`config.mk`:
```
export PLATFORM = sky130hd
export DESIGN_NAME = ssbr_core
export DESIGN_NICKNAME = d
export VERILOG_FILES = /design/src/ssbr_pkg.sv /design/src/ssbr_baud_gen.sv /design/src/ssbr_core.sv
export SDC_FILE = /design/constraint.sdc
export NUM_CORES = 1
export LEC_CHECK = 0
export BUFFER_PORTS_ARGS = -buffer_cell sky130_fd_sc_hd__buf_2
export CORE_MARGIN = 2
export CORE_UTILIZATION = 55
export DETAILED_ROUTE_END_ITERATION = 10
export PLACE_DENSITY = 0.76
export SLEW_MARGIN = 20
export SYNTH_ARGS = -nofsm -noshare
export SYNTH_HDL_FRONTEND = slang
export SYNTH_HIERARCHICAL = 1
export SYNTH_SLANG_ARGS = --single-unit
```
`constraint.sdc`:
```
create_clock -name mclk -period 3.2 [get_ports mclk]
set_clock_uncertainty 0.1 [all_clocks]
set_input_delay 0.16 -clock mclk [delete_from_list [all_inputs] [get_ports mclk]]
set_output_delay 0.16 -clock mclk [all_outputs]
set_load 0.1 [all_outputs]
```
`src/ssbr_pkg.sv`:
```
// Purpose: Shared constants and types of the serial status and bit rate block
// Assumes: 32-bit APB, one register per aligned word
// Notes: Offsets are byte addresses inside a 4 KiB window
package ssbr_pkg;

  // Register offsets
  localparam logic [11:0] OFS_MODE = 12'h000;
  localparam logic [11:0] OFS_DIVISOR = 12'h004;
  localparam logic [11:0] OFS_CONTROL = 12'h008;
  localparam logic [11:0] OFS_TXDATA = 12'h00c;
  localparam logic [11:0] OFS_STATUS = 12'h010;
  localparam logic [11:0] OFS_RXDATA = 12'h014;

  // Reset values
  localparam logic [7:0] STATUS_RESET = 8'h84;
  localparam logic [7:0] DIVISOR_RESET = 8'hff;
  localparam logic [7:0] MODE_RESET = 8'h00;
  localparam logic [7:0] CONTROL_RESET = 8'h00;

  // Status fields
  localparam int ST_TX_EMPTY = 7;
  localparam int ST_RX_FULL = 6;
  localparam int ST_OVERRUN = 5;
  localparam int ST_FRAMING = 4;
  localparam int ST_PARITY = 3;
  localparam int ST_TX_END = 2;
  localparam int ST_RX_MPB = 1;
  localparam int ST_TX_MPB = 0;
  localparam int ST_CLEAR_LOW = 3;

  // Clearable flag indices, status bit minus ST_CLEAR_LOW
  localparam int FL_TX_EMPTY = 4;
  localparam int FL_RX_FULL = 3;
  localparam int FL_OVERRUN = 2;
  localparam int FL_FRAMING = 1;
  localparam int FL_PARITY = 0;

  // Mode fields
  localparam int MD_SYNC = 7;
  localparam int MD_PARITY_EN = 5;
  localparam int MD_ODD = 4;
  localparam int MD_MULTIPROC = 2;
  localparam int MD_CLOCK_SELECT_HI = 1;
  localparam int MD_CLOCK_SELECT_LO = 0;

  // Control fields
  localparam int CT_TRANSMIT_ENABLE = 5;
  localparam int CT_RECEIVE_ENABLE = 4;
  localparam int CT_MULTIPROC_IRQ_ENABLE = 3;
  localparam int CT_TX_END_IRQ_ENABLE = 2;

  // Bit timing
  localparam logic [3:0] TICK_LAST = 4'hf;
  localparam logic [3:0] SAMPLE_TICK = 4'h7;
  localparam logic [3:0] FRAME_BITS_BASE = 4'ha;

  typedef enum logic {SSBR_TX_IDLE, SSBR_TX_SHIFT} ssbr_tx_type;
  typedef enum logic {SSBR_RX_IDLE, SSBR_RX_SHIFT} ssbr_rx_type;

endpackage

```
`src/ssbr_baud_gen.sv`:
```
// Purpose: Baud generator giving a 16x oversampling tick
// Assumes: Prescaler divides mclk by 1, 4, 16 or 64 per clock select
// Notes: Tick rate is mclk / (prescale * (divisor + 1))
`timescale 1ns/1ps
module ssbr_baud_gen (
  // Clock and reset
  input wire logic mclk,
  input wire logic rstn,
  // Settings
  input wire logic [1:0] clockSelect,
  input wire logic [7:0] divisor,
  // Tick out
  output logic tick
);
  import ssbr_pkg::*;

  typedef struct packed {
    logic [5:0] prescale;
    logic [7:0] count;
    logic tick;
  } ssbr_baud_type;

  ssbr_baud_type s;
  ssbr_baud_type next_s;
  logic [5:0] limit;

  ////////////////////////////////////////////////////////////////////////////
  always_comb begin
    next_s = s;
    next_s.tick = 1'b0;
    unique case (clockSelect)
      2'h0: limit = 6'h00;
      2'h1: limit = 6'h03;
      2'h2: limit = 6'h0f;
      default: limit = 6'h3f;
    endcase
    if (s.prescale >= limit) begin
      next_s.prescale = 6'h00;
      if (s.count == 8'h00) begin
        next_s.count = divisor;
        next_s.tick = 1'b1;
      end else begin
        next_s.count = s.count - 8'h01;
      end
    end else begin
      next_s.prescale = s.prescale + 6'h01;
    end
    if (!rstn) begin
      next_s = '{prescale: 6'h00, count: DIVISOR_RESET, tick: 1'b0};
    end
  end

  always_ff @(posedge mclk) begin
    s <= next_s;
  end

  assign tick = s.tick;

endmodule

```
`src/ssbr_core.sv`:
```
// Purpose: Serial status flags, bit rate divisor and a compact async shifter
// Assumes: APB slave, rxd synchronous to mclk, standby is a level input
// Notes: Flags clear only after a read that saw them set
//
// Operation
// - Status resets and enters standby as 84
// - Write zero clears flags; write one ignored
// - Tx empty sets on load or disable
// - Clear needs prior read of set flag
// - Rx full sets on good character moved
// - Overrun sets when rx full already
// - Framing error on stop bit zero, async
// - Parity error on mismatch, async with parity
// - Tx end sets, stops when buffer empty
// - Tx end sets on disable, read only
// - Clearing tx empty also clears tx end
// - Rx multiproc bit captured, read only
// - Rx multiproc bit holds when not applicable
// - Tx multiproc bit double buffered, sent
// - Divisor and clock select set rate
// - Divisor resets and enters standby as ff
// - Tx end irq when enabled and set
// - Multiproc filter drops characters with bit zero
//
// The APB slave port and the address map were decided locally.
`timescale 1ns/1ps
module ssbr_core (
  // Clock and reset
  input wire logic mclk,
  input wire logic rstn,
  // APB
  input wire logic psel,
  input wire logic penable,
  input wire logic pwrite,
  input wire logic [11:0] paddr,
  input wire logic [31:0] pwdata,
  output logic [31:0] prdata,
  output logic pready,
  output logic pslverr,
  // Power
  input wire logic standby,
  // Serial line
  input wire logic rxd,
  output logic txd,
  output logic txdOe,
  // Interrupt request
  output logic txEndIrq
);
  import ssbr_pkg::*;

  typedef struct packed {
    logic pready;
    logic pslverr;
    logic [31:0] prdata;
    logic [7:0] mode;
    logic [7:0] control;
    logic [7:0] divisor;
    logic [7:0] txData;
    logic [7:0] rxData;
    logic [4:0] flags;
    logic [4:0] armed;
    logic txEnd;
    logic rxMpb;
    logic txMpb;
    ssbr_tx_type txState;
    logic [10:0] txFrame;
    logic [3:0] txBits;
    logic [3:0] txTicks;
    ssbr_rx_type rxState;
    logic [3:0] rxTicks;
    logic [3:0] rxIndex;
    logic [8:0] rxShift;
    logic txd;
    logic txdOe;
    logic txEndIrq;
  } ssbr_state_type;

  localparam ssbr_state_type RESET_STATE = '{
    pready: 1'b0, pslverr: 1'b0, prdata: 32'h0000_0000,
    mode: MODE_RESET, control: CONTROL_RESET, divisor: DIVISOR_RESET,
    txData: 8'h00, rxData: 8'h00,
    flags: STATUS_RESET[7:3], armed: 5'h00,
    txEnd: STATUS_RESET[ST_TX_END], rxMpb: STATUS_RESET[ST_RX_MPB], txMpb: STATUS_RESET[ST_TX_MPB],
    txState: SSBR_TX_IDLE, txFrame: 11'h7ff, txBits: 4'h0, txTicks: 4'h0,
    rxState: SSBR_RX_IDLE, rxTicks: 4'h0, rxIndex: 4'h0, rxShift: 9'h000,
    txd: 1'b1, txdOe: 1'b0, txEndIrq: 1'b0
  };

  ssbr_state_type s;
  ssbr_state_type next_s;
  logic tick;
  logic access;
  logic done;
  logic wr;
  logic [7:0] statusValue;
  logic [31:0] readValue;
  logic readError;
  logic hasExtra;
  logic extraBit;
  logic [3:0] lastIndex;
  logic rxMpbit;
  logic expectParity;
  logic frameErr;
  logic parityErr;
  logic dropChar;

  ////////////////////////////////////////////////////////////////////////////
  // Bit rate generator
  ssbr_baud_gen baudGen (
    .mclk(mclk),
    .rstn(rstn),
    .clockSelect({s.mode[MD_CLOCK_SELECT_HI], s.mode[MD_CLOCK_SELECT_LO]}),
    .divisor(s.divisor),
    .tick(tick)
  );

  ////////////////////////////////////////////////////////////////////////////
  // Frame builder: start, 8 data bits, optional parity or multiproc bit, stop
  function automatic logic [14:0] buildFrame(input logic [7:0] data, input logic rx_multiproc_bit, input logic [7:0] mode);
    logic [10:0] frame;
    logic [3:0] bits;
    frame = {2'b11, data, 1'b0};
    bits = FRAME_BITS_BASE;
    if (mode[MD_PARITY_EN]) begin
      frame[9] = (^data) ^ mode[MD_ODD];
      bits = FRAME_BITS_BASE + 4'h1;
    end else if (mode[MD_MULTIPROC] && !mode[MD_SYNC]) begin
      frame[9] = rx_multiproc_bit;
      bits = FRAME_BITS_BASE + 4'h1;
    end
    buildFrame = {bits, frame};
  endfunction

  ////////////////////////////////////////////////////////////////////////////
  always_comb begin
    next_s = s;
    access = psel && penable;
    done = access && s.pready;
    wr = done && pwrite;
    hasExtra = s.mode[MD_PARITY_EN] || (s.mode[MD_MULTIPROC] && !s.mode[MD_SYNC]);
    extraBit = 1'b0;
    lastIndex = hasExtra ? 4'ha : 4'h9;
    rxMpbit = s.rxShift[8];
    expectParity = (^s.rxShift[7:0]) ^ s.mode[MD_ODD];
    frameErr = 1'b0;
    parityErr = 1'b0;
    dropChar = 1'b0;
    statusValue = {s.flags, s.txEnd, s.rxMpb, s.txMpb};
    readError = 1'b0;
    unique case (paddr)
      OFS_MODE: readValue = {24'h000000, s.mode};
      OFS_DIVISOR: readValue = {24'h000000, s.divisor};
      OFS_CONTROL: readValue = {24'h000000, s.control};
      OFS_TXDATA: readValue = {24'h000000, s.txData};
      OFS_STATUS: readValue = {24'h000000, statusValue};
      OFS_RXDATA: readValue = {24'h000000, s.rxData};
      default: begin
        readValue = 32'h0000_0000;
        readError = 1'b1;
      end
    endcase

    //////////////////////////////////////////////////////////////////////////
    // APB: one wait state, answer registered
    next_s.pready = access && !s.pready;
    if (access && !s.pready) begin
      next_s.pslverr = readError;
      next_s.prdata = pwrite ? 32'h0000_0000 : readValue;
      if (!pwrite && paddr == OFS_STATUS) begin
        next_s.armed = s.armed | s.flags;
      end
    end else begin
      next_s.pslverr = 1'b0;
    end

    if (wr && !readError) begin
      unique case (paddr)
        OFS_MODE: next_s.mode = pwdata[7:0];
        OFS_DIVISOR: next_s.divisor = pwdata[7:0];
        OFS_CONTROL: next_s.control = pwdata[7:0];
        OFS_TXDATA: next_s.txData = pwdata[7:0];
        OFS_STATUS: begin
          for (int i = 0; i < 5; i++) begin
            if (!pwdata[ST_CLEAR_LOW + i] && s.armed[i]) begin
              next_s.flags[i] = 1'b0;
              next_s.armed[i] = 1'b0;
            end
          end
          if (!pwdata[ST_TX_EMPTY] && s.armed[FL_TX_EMPTY]) begin
            next_s.txEnd = 1'b0;
          end
          next_s.txMpb = pwdata[ST_TX_MPB];
        end
        default: next_s.mode = s.mode;
      endcase
    end

    //////////////////////////////////////////////////////////////////////////
    // Transmitter
    if (!s.control[CT_TRANSMIT_ENABLE]) begin
      next_s.txState = SSBR_TX_IDLE;
      next_s.flags[FL_TX_EMPTY] = 1'b1;
      next_s.txEnd = 1'b1;
      next_s.txFrame = 11'h7ff;
    end else begin
      unique case (s.txState)
        SSBR_TX_IDLE: begin
          if (!s.flags[FL_TX_EMPTY]) begin
            {next_s.txBits, next_s.txFrame} = buildFrame(s.txData, s.txMpb, s.mode);
            next_s.txTicks = 4'h0;
            next_s.txState = SSBR_TX_SHIFT;
            next_s.flags[FL_TX_EMPTY] = 1'b1;
            next_s.armed[FL_TX_EMPTY] = 1'b0;
          end
        end
        SSBR_TX_SHIFT: begin
          if (tick) begin
            next_s.txTicks = s.txTicks + 4'h1;
            if (s.txTicks == TICK_LAST) begin
              next_s.txFrame = {1'b1, s.txFrame[10:1]};
              next_s.txBits = s.txBits - 4'h1;
              if (s.txBits == 4'h1) begin
                if (s.flags[FL_TX_EMPTY]) begin
                  next_s.txEnd = 1'b1;
                  next_s.txState = SSBR_TX_IDLE;
                end else begin
                  {next_s.txBits, next_s.txFrame} = buildFrame(s.txData, s.txMpb, s.mode);
                  next_s.flags[FL_TX_EMPTY] = 1'b1;
                  next_s.armed[FL_TX_EMPTY] = 1'b0;
                end
              end
            end
          end
        end
      endcase
    end
    next_s.txd = (s.txState == SSBR_TX_SHIFT) ? s.txFrame[0] : 1'b1;
    next_s.txdOe = s.control[CT_TRANSMIT_ENABLE];
    next_s.txEndIrq = s.control[CT_TX_END_IRQ_ENABLE] && s.txEnd;

    //////////////////////////////////////////////////////////////////////////
    // Receiver
    if (!s.control[CT_RECEIVE_ENABLE]) begin
      next_s.rxState = SSBR_RX_IDLE;
    end else begin
      unique case (s.rxState)
        SSBR_RX_IDLE: begin
          if (tick && !rxd) begin
            next_s.rxState = SSBR_RX_SHIFT;
            next_s.rxTicks = 4'h0;
            next_s.rxIndex = 4'h0;
          end
        end
        SSBR_RX_SHIFT: begin
          if (tick) begin
            next_s.rxTicks = s.rxTicks + 4'h1;
            if (s.rxTicks == SAMPLE_TICK) begin
              next_s.rxIndex = s.rxIndex + 4'h1;
              if (s.rxIndex == 4'h0) begin
                if (rxd) begin
                  next_s.rxState = SSBR_RX_IDLE;
                end
              end else if (s.rxIndex < lastIndex) begin
                next_s.rxShift[s.rxIndex - 4'h1] = rxd;
              end else begin
                next_s.rxState = SSBR_RX_IDLE;
                if (!hasExtra) begin
                  rxMpbit = 1'b0;
                end
                extraBit = s.mode[MD_MULTIPROC] && !s.mode[MD_SYNC] && !s.mode[MD_PARITY_EN];
                dropChar = extraBit && s.control[CT_MULTIPROC_IRQ_ENABLE] && !rxMpbit;
                frameErr = !rxd && !s.mode[MD_SYNC];
                parityErr = s.mode[MD_PARITY_EN] && !s.mode[MD_SYNC] && (s.rxShift[8] != expectParity);
                if (!dropChar) begin
                  if (extraBit) begin
                    next_s.rxMpb = rxMpbit;
                    if (rxMpbit) begin
                      next_s.control[CT_MULTIPROC_IRQ_ENABLE] = 1'b0;
                    end
                  end
                  if (s.flags[FL_RX_FULL]) begin
                    next_s.flags[FL_OVERRUN] = 1'b1;
                  end else begin
                    if (frameErr) begin
                      next_s.flags[FL_FRAMING] = 1'b1;
                    end
                    if (parityErr) begin
                      next_s.flags[FL_PARITY] = 1'b1;
                    end
                    if (!frameErr && !parityErr) begin
                      next_s.rxData = s.rxShift[7:0];
                      next_s.flags[FL_RX_FULL] = 1'b1;
                    end
                  end
                end
              end
            end
          end
        end
      endcase
    end

    //////////////////////////////////////////////////////////////////////////
    // Standby and reset
    if (standby) begin
      {next_s.flags, next_s.txEnd, next_s.rxMpb, next_s.txMpb} = STATUS_RESET;
      next_s.armed = 5'h00;
      next_s.divisor = DIVISOR_RESET;
      next_s.txState = SSBR_TX_IDLE;
      next_s.rxState = SSBR_RX_IDLE;
    end
    if (!rstn) begin
      next_s = RESET_STATE;
    end
  end

  always_ff @(posedge mclk) begin
    s <= next_s;
  end

  assign prdata = s.prdata;
  assign pready = s.pready;
  assign pslverr = s.pslverr;
  assign txd = s.txd;
  assign txdOe = s.txdOe;
  assign txEndIrq = s.txEndIrq;

endmodule

```
Word-level counts from Yosys, hierarchy flattened
Cells that the tools add are included.
{ "op_classes": {"n_addsub": 7, "n_lt_le_gt_ge": 4, "eq_ne": 17, "muxes": 95, "bitwise": 12, "n_reduce_logical": 64} }
{ "ops": {"columns": ["cell", "count"], "rows": [
  ["20-bit two-way mux", 3],
  ["1-bit two-way mux", 58],
  ["8-bit case mux with 6 select lines", 1],
  ["20-bit case mux with 2 select lines", 1],
  ["16-bit two-way mux", 2],
  ["32-bit two-way mux", 1],
  ["4-bit two-way mux", 8],
  ["9-bit two-way mux", 3],
  ["12-bit by 4-bit equality test with 1-bit output, second input constant", 2],
  ["12-bit by 5-bit equality test with 1-bit output, second input constant", 2],
  ["8-bit two-way mux", 3],
  ["1-bit logical AND", 22],
  ["11-bit two-way mux", 2],
  ["18-bit two-way mux", 1],
  ["6-bit case mux with 3 select lines", 1],
  ["9-bit case mux with 2 select lines", 1],
  ["2-bit AND reduction", 9],
  ["8-bit XOR reduction", 2],
  ["14-bit two-way mux", 1],
  ["1-bit zero test", 13],
  ["13-bit two-way mux", 1],
  ["4-bit by 1-bit adder with 4-bit output, second input constant", 3],
  ["12-bit by 3-bit equality test with 1-bit output, second input constant", 1],
  ["12-bit zero test", 1],
  ["35 further kinds", 57]
]} }
{ "totals": {"register_bits": 143, "input_bits": 51, "output_inout_bits": 37, "elab_cells": 228} }

Depth between registers and ports, before layout
{ "depth": {"word_depth": 20, "ltp_mapped": 10, "ltp_nobuf": 9} }

Cells and area by module
Netlist, hierarchy kept.
{ "modules_own_cells": {"columns": ["mod", "instances", "cells_each", "area_per_inst_um2", "seq_area_each_um2"], "rows": [
  ["ssbr_core", 1, 603, 5197.5, 2082.0],
  ["ssbr_baud_gen", 1, 105, 887.1, 300.3]
]} }

Worst setup path after synthesis
Ideal clock, no wire load.
{ "synth_timing": {"kind": "register to register", "startpoint": "register s (netlist bit pready)", "endpoint": "register s[49] (netlist name)", "setup_time_ns": 0.128, "t_arrival_ns": 2.227, "t_required_ns": 2.972, "path_slack_ns": 0.746, "path_stages_with_launch": 7, "path_buffers": 1, "period_less_slack_ns": 2.454, "cell_sequence": "dfxtp_1 -> nand4_1 -> or3_1 -> clkbuf_2 -> or3b_1 -> a2bb2oi_1 -> nor2_1"} }
{ "synth_via": {"elab_chain_cells": 13} }
{ "synth_rtl": {"columns": ["item", "line", "text"], "rows": [
  ["start: declaration", "ssbr_core.sv:89", "ssbr_state_type s;"],
  ["start signal: assignment", "ssbr_core.sv:318", "s <= next_s;"],
  ["1-bit logical AND *", "ssbr_core.sv:138", "done = access && s.pready;"],
  ["1-bit logical AND *", "ssbr_core.sv:139", "wr = done && pwrite;"],
  ["1-bit logical AND *", "ssbr_core.sv:176", "if (wr && !readError) begin"],
  ["11-bit two-way mux *", "ssbr_core.sv:176", null],
  ["1-bit two-way mux", "ssbr_core.sv:287", "if (parityErr) begin"],
  ["2-bit two-way mux", "ssbr_core.sv:281", "if (s.flags[FL_RX_FULL]) begin"],
  ["4-bit two-way mux", "ssbr_core.sv:274", "if (!dropChar) begin"],
  ["4-bit two-way mux", "ssbr_core.sv:263", "end else if (s.rxIndex < lastIndex) begin"],
  ["4-bit two-way mux", "ssbr_core.sv:259", "if (s.rxIndex == 4'h0) begin"],
  ["4-bit two-way mux", "ssbr_core.sv:257", "if (s.rxTicks == SAMPLE_TICK) begin"],
  ["4-bit two-way mux", "ssbr_core.sv:255", "if (tick) begin"],
  ["4-bit two-way mux", "ssbr_core.sv:246", "unique case (s.rxState)"],
  ["4-bit two-way mux *", "ssbr_core.sv:243", "if (!s.control[CT_RECEIVE_ENABLE]) begin"]
]} }
Mark *: on every way between the ends. The rest lies on a longest branch, timed or not.
A chain may end at the register's enable or synchronous reset.

Worst setup path after layout
{ "layout_timing": {"startpoint": "input port paddr[10]", "endpoint": "register s[71] (netlist name)"} }
{ "layout_via": {"elab_chain_cells": 4, "elab_cells_between_ends": 9, "classes_between": "eq/ne: 5; reduce/logical: 4"} }
{ "layout_rtl": {"columns": ["item", "line", "text"], "rows": [
  ["start: declaration", "ssbr_core.sv:35", "input wire logic [11:0] paddr,"],
  ["12-bit by 5-bit equality test with 1-bit output, or another cell as far along", "ssbr_core.sv:150", "unique case (paddr)"],
  ["6-bit OR reduction (no source line)", null, null],
  ["1-bit logical AND", "ssbr_core.sv:176", null],
  ["2-bit AND reduction (no source line) *", null, null]
]} }
Marked as above.

==> results.toml <==
[status]
status = "finished, final reports clean"

[worst_hold_path]
worst_hold_path_class = "in2reg"

[layout]
final-seq-area_um2 = 2380
antenna_cells = 0
final_layout_size_suffix_gt1_share_pct = 13.0
area_growth_pct = 15.3
most-common-layout-cells = "sky130_fd_sc_hd__dfxtp_1 (119), sky130_fd_sc_hd__nor2_1 (81), sky130_fd_sc_hd__nand2_1 (75)"
multiInputGateArea_um2 = 3300
nFillCells = 861
instances_no_fill = 899
mostFrequentLayoutCell = "sky130_fd_sc_hd__dfxtp_1"
layout.cell_area.non_filler_um2 = 7020
util_after_layout_pct = 64.7
fin_nets = 815

[cts]
cts.root.buffer_cell = "sky130_fd_sc_hd__clkbuf_8"
cts-buffers-inserted = 17
clkLatencyLatePin_ns = 0.53
clkSlewWorstSetupHoldPaths_ns = 0.06
clock_path_buffers = 2
cts_tree = "built"
htree_num_levels = 4
cts.sink_count = 119

[drt]
dr.pass1.iters = 5
routed_wirelength_um = 14200
drt-wirelength-per-cell_um = 15.8
detail_route.iter0.violations = 383
drtAntennaViolNets = 0
drc = 0
routed_via_density = 5.75
vias = 5165

[sta]
timing.fmax_mhz = 343
setup_violations = 0
final_period_minus_worst_setup_slack_ns = 2.92
drv_slew = 0
fin_setup_tns_ns = 0
timing.max_slew.rel_slack_pct = 45.0
tightestPinTransition_ns = 0.824
min_period_over_period_pct = 91.1
setup_repair_after_global_routing_missed_its_margin = "false"
hold_violations = 0

[worst_setup_path]
crit_slowest_cell = "sky130_fd_sc_hd__dlygate4sd3_1"
worstSetupPathType = "in2reg"
cpPeakStageDelay_ns = 0.58
setup.worst_path.start_class = "primary input"
critical_path.n_buffers_inverters = 4
crit_chain = "dlygate4sd3_1 -> buf_2 -> nor2_1 -> dlygate4sd3_1 -> nand3_1 -> nor3_2 -> and2_2 -> mux2i_1 -> nand2_1 -> dlygate4sd3_1"
r2r-start = "s[88]"
timing.critical_path.from = "paddr[10]"
critPathRequiredTime_ns = 3.52
timing.critical_path.to = "s[71]"
worst_path_dominant_cell_family = "buffers and inverters"
timing.critical_path.to_type = "flop"
r2r-end = "s[59]"
cp_num_cells = 10
critPathMaxFanout = 8
worstPathArrival_ns = 3.23
setup.reg_to_reg.worst_slack_ns = 0.68
crit_path_frequent_cell = "sky130_fd_sc_hd__dlygate4sd3_1"
reg2reg_depth = 8

[floorplanning]
die_height_um = 109
fp.dieArea_um2 = 11900
io_pins = 88
design.core.area_um2 = 10800
start_util_pct = 56.1
rows = 38
fp.dieW_um = 109

[synthesis]
register_bit_total_from_synthesis = 119
synth.avg_cell_area_um2 = 8.59
synth_cell_type_count = 67
async_reset_ff_share_pct = 0
yosys_most_used_dff = "sky130_fd_sc_hd__dfxtp_1"
synth_enable_flop_cells = 0
synth.yosys.seq_area_share_pct = 39.2
synthesis.area_um2 = 6080
synthesis.yosys.warnings = 6
netlist_instances = 708

[placed_design]
place.detailed.instances = 849
io_buf_count = 39
global_placement_routability_congestion = 0.889
detailedPlacementHpwl_um = 9750
dpl_cell_area_um2 = 6190

[power]
power_density_nw_per_um2 = 545
power.ir.vdd_worst_v = 0.000415
power.leakage_nw = 2.90

[global_route]
grt_first_pass_wirelength_um = 22900
grt_start_max_net_pins = 38
globalRouteOverflowTotal = 0
gr-usage-all-layers_pct = 24.8
grt_pass1_vias = 4925
antenna_violations_before_repair = 0

[run]
cap_viol_max_count = 0
[report_power, final]
group          internal [W]  switching [W]
Sequential          0.00149     0.00000495
Clock               0.00138       0.000685
Combinational     0.0000515       0.000211
Total               0.00292       0.000901
[routing by layer]
layer	up-vias	GRT usage (%)	part of all wire, %
li1	2512	-	-
met1	2435	30.1	44
met2	188	41.4	47
met3	30	5.38	5.2
met4	0	12.5	2.8
met5	-	0	0
[area by class of cell]
type                            count  share of cell area, %
Timing Repair Buffer               63                   5.99
Sequential cell                   119                   33.9
Clock inverter                     12                   2.83
Tap cell                          140                   2.50
Multi-Input combinational cell    520                   47.0
Inverter                           25                   1.34
Clock buffer                       20                   6.35
[worst min-delay path by stage]
stage / startpoint / endpoint / cells past startpoint
2_1_floorplan: pwdata[0] / s[70] / 2
3_3_place_gp: s[39] / s[39] / 1
3_5_place_dp: s[39] / s[39] / 1
4_1_cts: paddr[3] / pslverr / 3
5_1_grt: paddr[3] / pslverr / 3
6_report: paddr[3] / pslverr / 3
[cells in the mapped netlist (3+ instances only)]
cell	count	area [µm²]
sky130_fd_sc_hd__buf_4	32	240
sky130_fd_sc_hd__xor2_1	5	43.8
sky130_fd_sc_hd__a22o_1	7	61.3
sky130_fd_sc_hd__nor4_1	3	18.8
sky130_fd_sc_hd__a22oi_1	15	113
sky130_fd_sc_hd__a21oi_1	34	170
sky130_fd_sc_hd__inv_1	24	90.1
sky130_fd_sc_hd__nor2_1	81	304
sky130_fd_sc_hd__clkbuf_1	22	82.6
sky130_fd_sc_hd__nand4b_1	4	35.0
sky130_fd_sc_hd__and3_1	6	37.5
sky130_fd_sc_hd__nand3b_1	3	22.5
sky130_fd_sc_hd__a32oi_1	3	26.3
sky130_fd_sc_hd__nand2_1	75	282
sky130_fd_sc_hd__buf_2	5	25.0
sky130_fd_sc_hd__nand2b_1	6	37.5
sky130_fd_sc_hd__mux2i_1	53	531
sky130_fd_sc_hd__nor2b_1	4	25.0
sky130_fd_sc_hd__o211ai_1	3	22.5
sky130_fd_sc_hd__or2_2	4	25.0
sky130_fd_sc_hd__mux2_2	9	101
sky130_fd_sc_hd__nand3_1	19	95.1
sky130_fd_sc_hd__ha_1	18	225
sky130_fd_sc_hd__nor3b_1	3	22.5
sky130_fd_sc_hd__dfxtp_1	119	2380
sky130_fd_sc_hd__or3b_1	3	26.3
sky130_fd_sc_hd__nand4_1	6	37.5
sky130_fd_sc_hd__o31ai_1	5	37.5
sky130_fd_sc_hd__and2_1	7	43.8
sky130_fd_sc_hd__o22ai_1	17	106
sky130_fd_sc_hd__o21ai_0	29	145
sky130_fd_sc_hd__o21ai_1	4	20.0
sky130_fd_sc_hd__a31oi_1	4	25.0
sky130_fd_sc_hd__nor3_1	11	55.1
sky130_fd_sc_hd__a2bb2oi_1	3	26.3
sky130_fd_sc_hd__xnor2_1	17	149
sky130_fd_sc_hd__or3_1	7	43.8
sky130_fd_sc_hd__buf_1	4	15.0
[kinds of logic (layout without fill, tap and decap cells)]
group / Yosys count / count (layout) / share of synthesized area (%)
AO/OA/AOI/OAI: 144 / 144 / 15.3
XOR/XNOR: 23 / 23 / 3.54
adder cells (fa/ha/maj): 18 / 18 / 3.70
buffers and inverters: 92 / 120 / 8.10
flip-flops: 119 / 119 / 39.2
multiplexers: 63 / 63 / 10.8
other: 1 / 24 / 0.0616
AND/OR/NAND/NOR: 248 / 248 / 19.4
[flip-flops by register name, summed over array words and instances (netlist names), named ones only]
register      count
s                82
baudGen/s        14
txdOe             1
baudGen/tick      1
txEndIrq          1
pready            1
pslverr           1
prdata            8
txd               1
[timing repair]
action	in CTS	in global routing
resized for setup	0	2
endpoints found under the hold margin	62	0
hold buffers	18	0
setup buffers	0	0
setup endpoints to repair	0	1
[worst reg2reg max path: stages, from the launching register on]
cell,delay (ns)
sky130_fd_sc_hd__dfxtp_1,0.42
sky130_fd_sc_hd__nor2b_1,0.24
sky130_fd_sc_hd__nor2_1,0.11
sky130_fd_sc_hd__ha_1,0.31
sky130_fd_sc_hd__o31a_1,0.15
sky130_fd_sc_hd__o21ai_1,0.18
sky130_fd_sc_hd__or3_4,0.46
sky130_fd_sc_hd__nand3b_4,0.27
sky130_fd_sc_hd__mux2i_1,0.17
[through the flow]
stage / setup slack, ns / power [W] / hold WS, ns
2_1_floorplan: 0.746 / 0.00174 / 0.188
3_3_place_gp: 0.828 / 0.00177 / 0.330
3_5_place_dp: 0.743 / 0.00177 / 0.330
4_1_cts: 0.108 / 0.00384 / 0.0202
5_1_grt: 0.141 / 0.00391 / 0.0611
6_report: 0.284 / 0.00382 / 0.0431
Power figures use the tool's default switching activity.
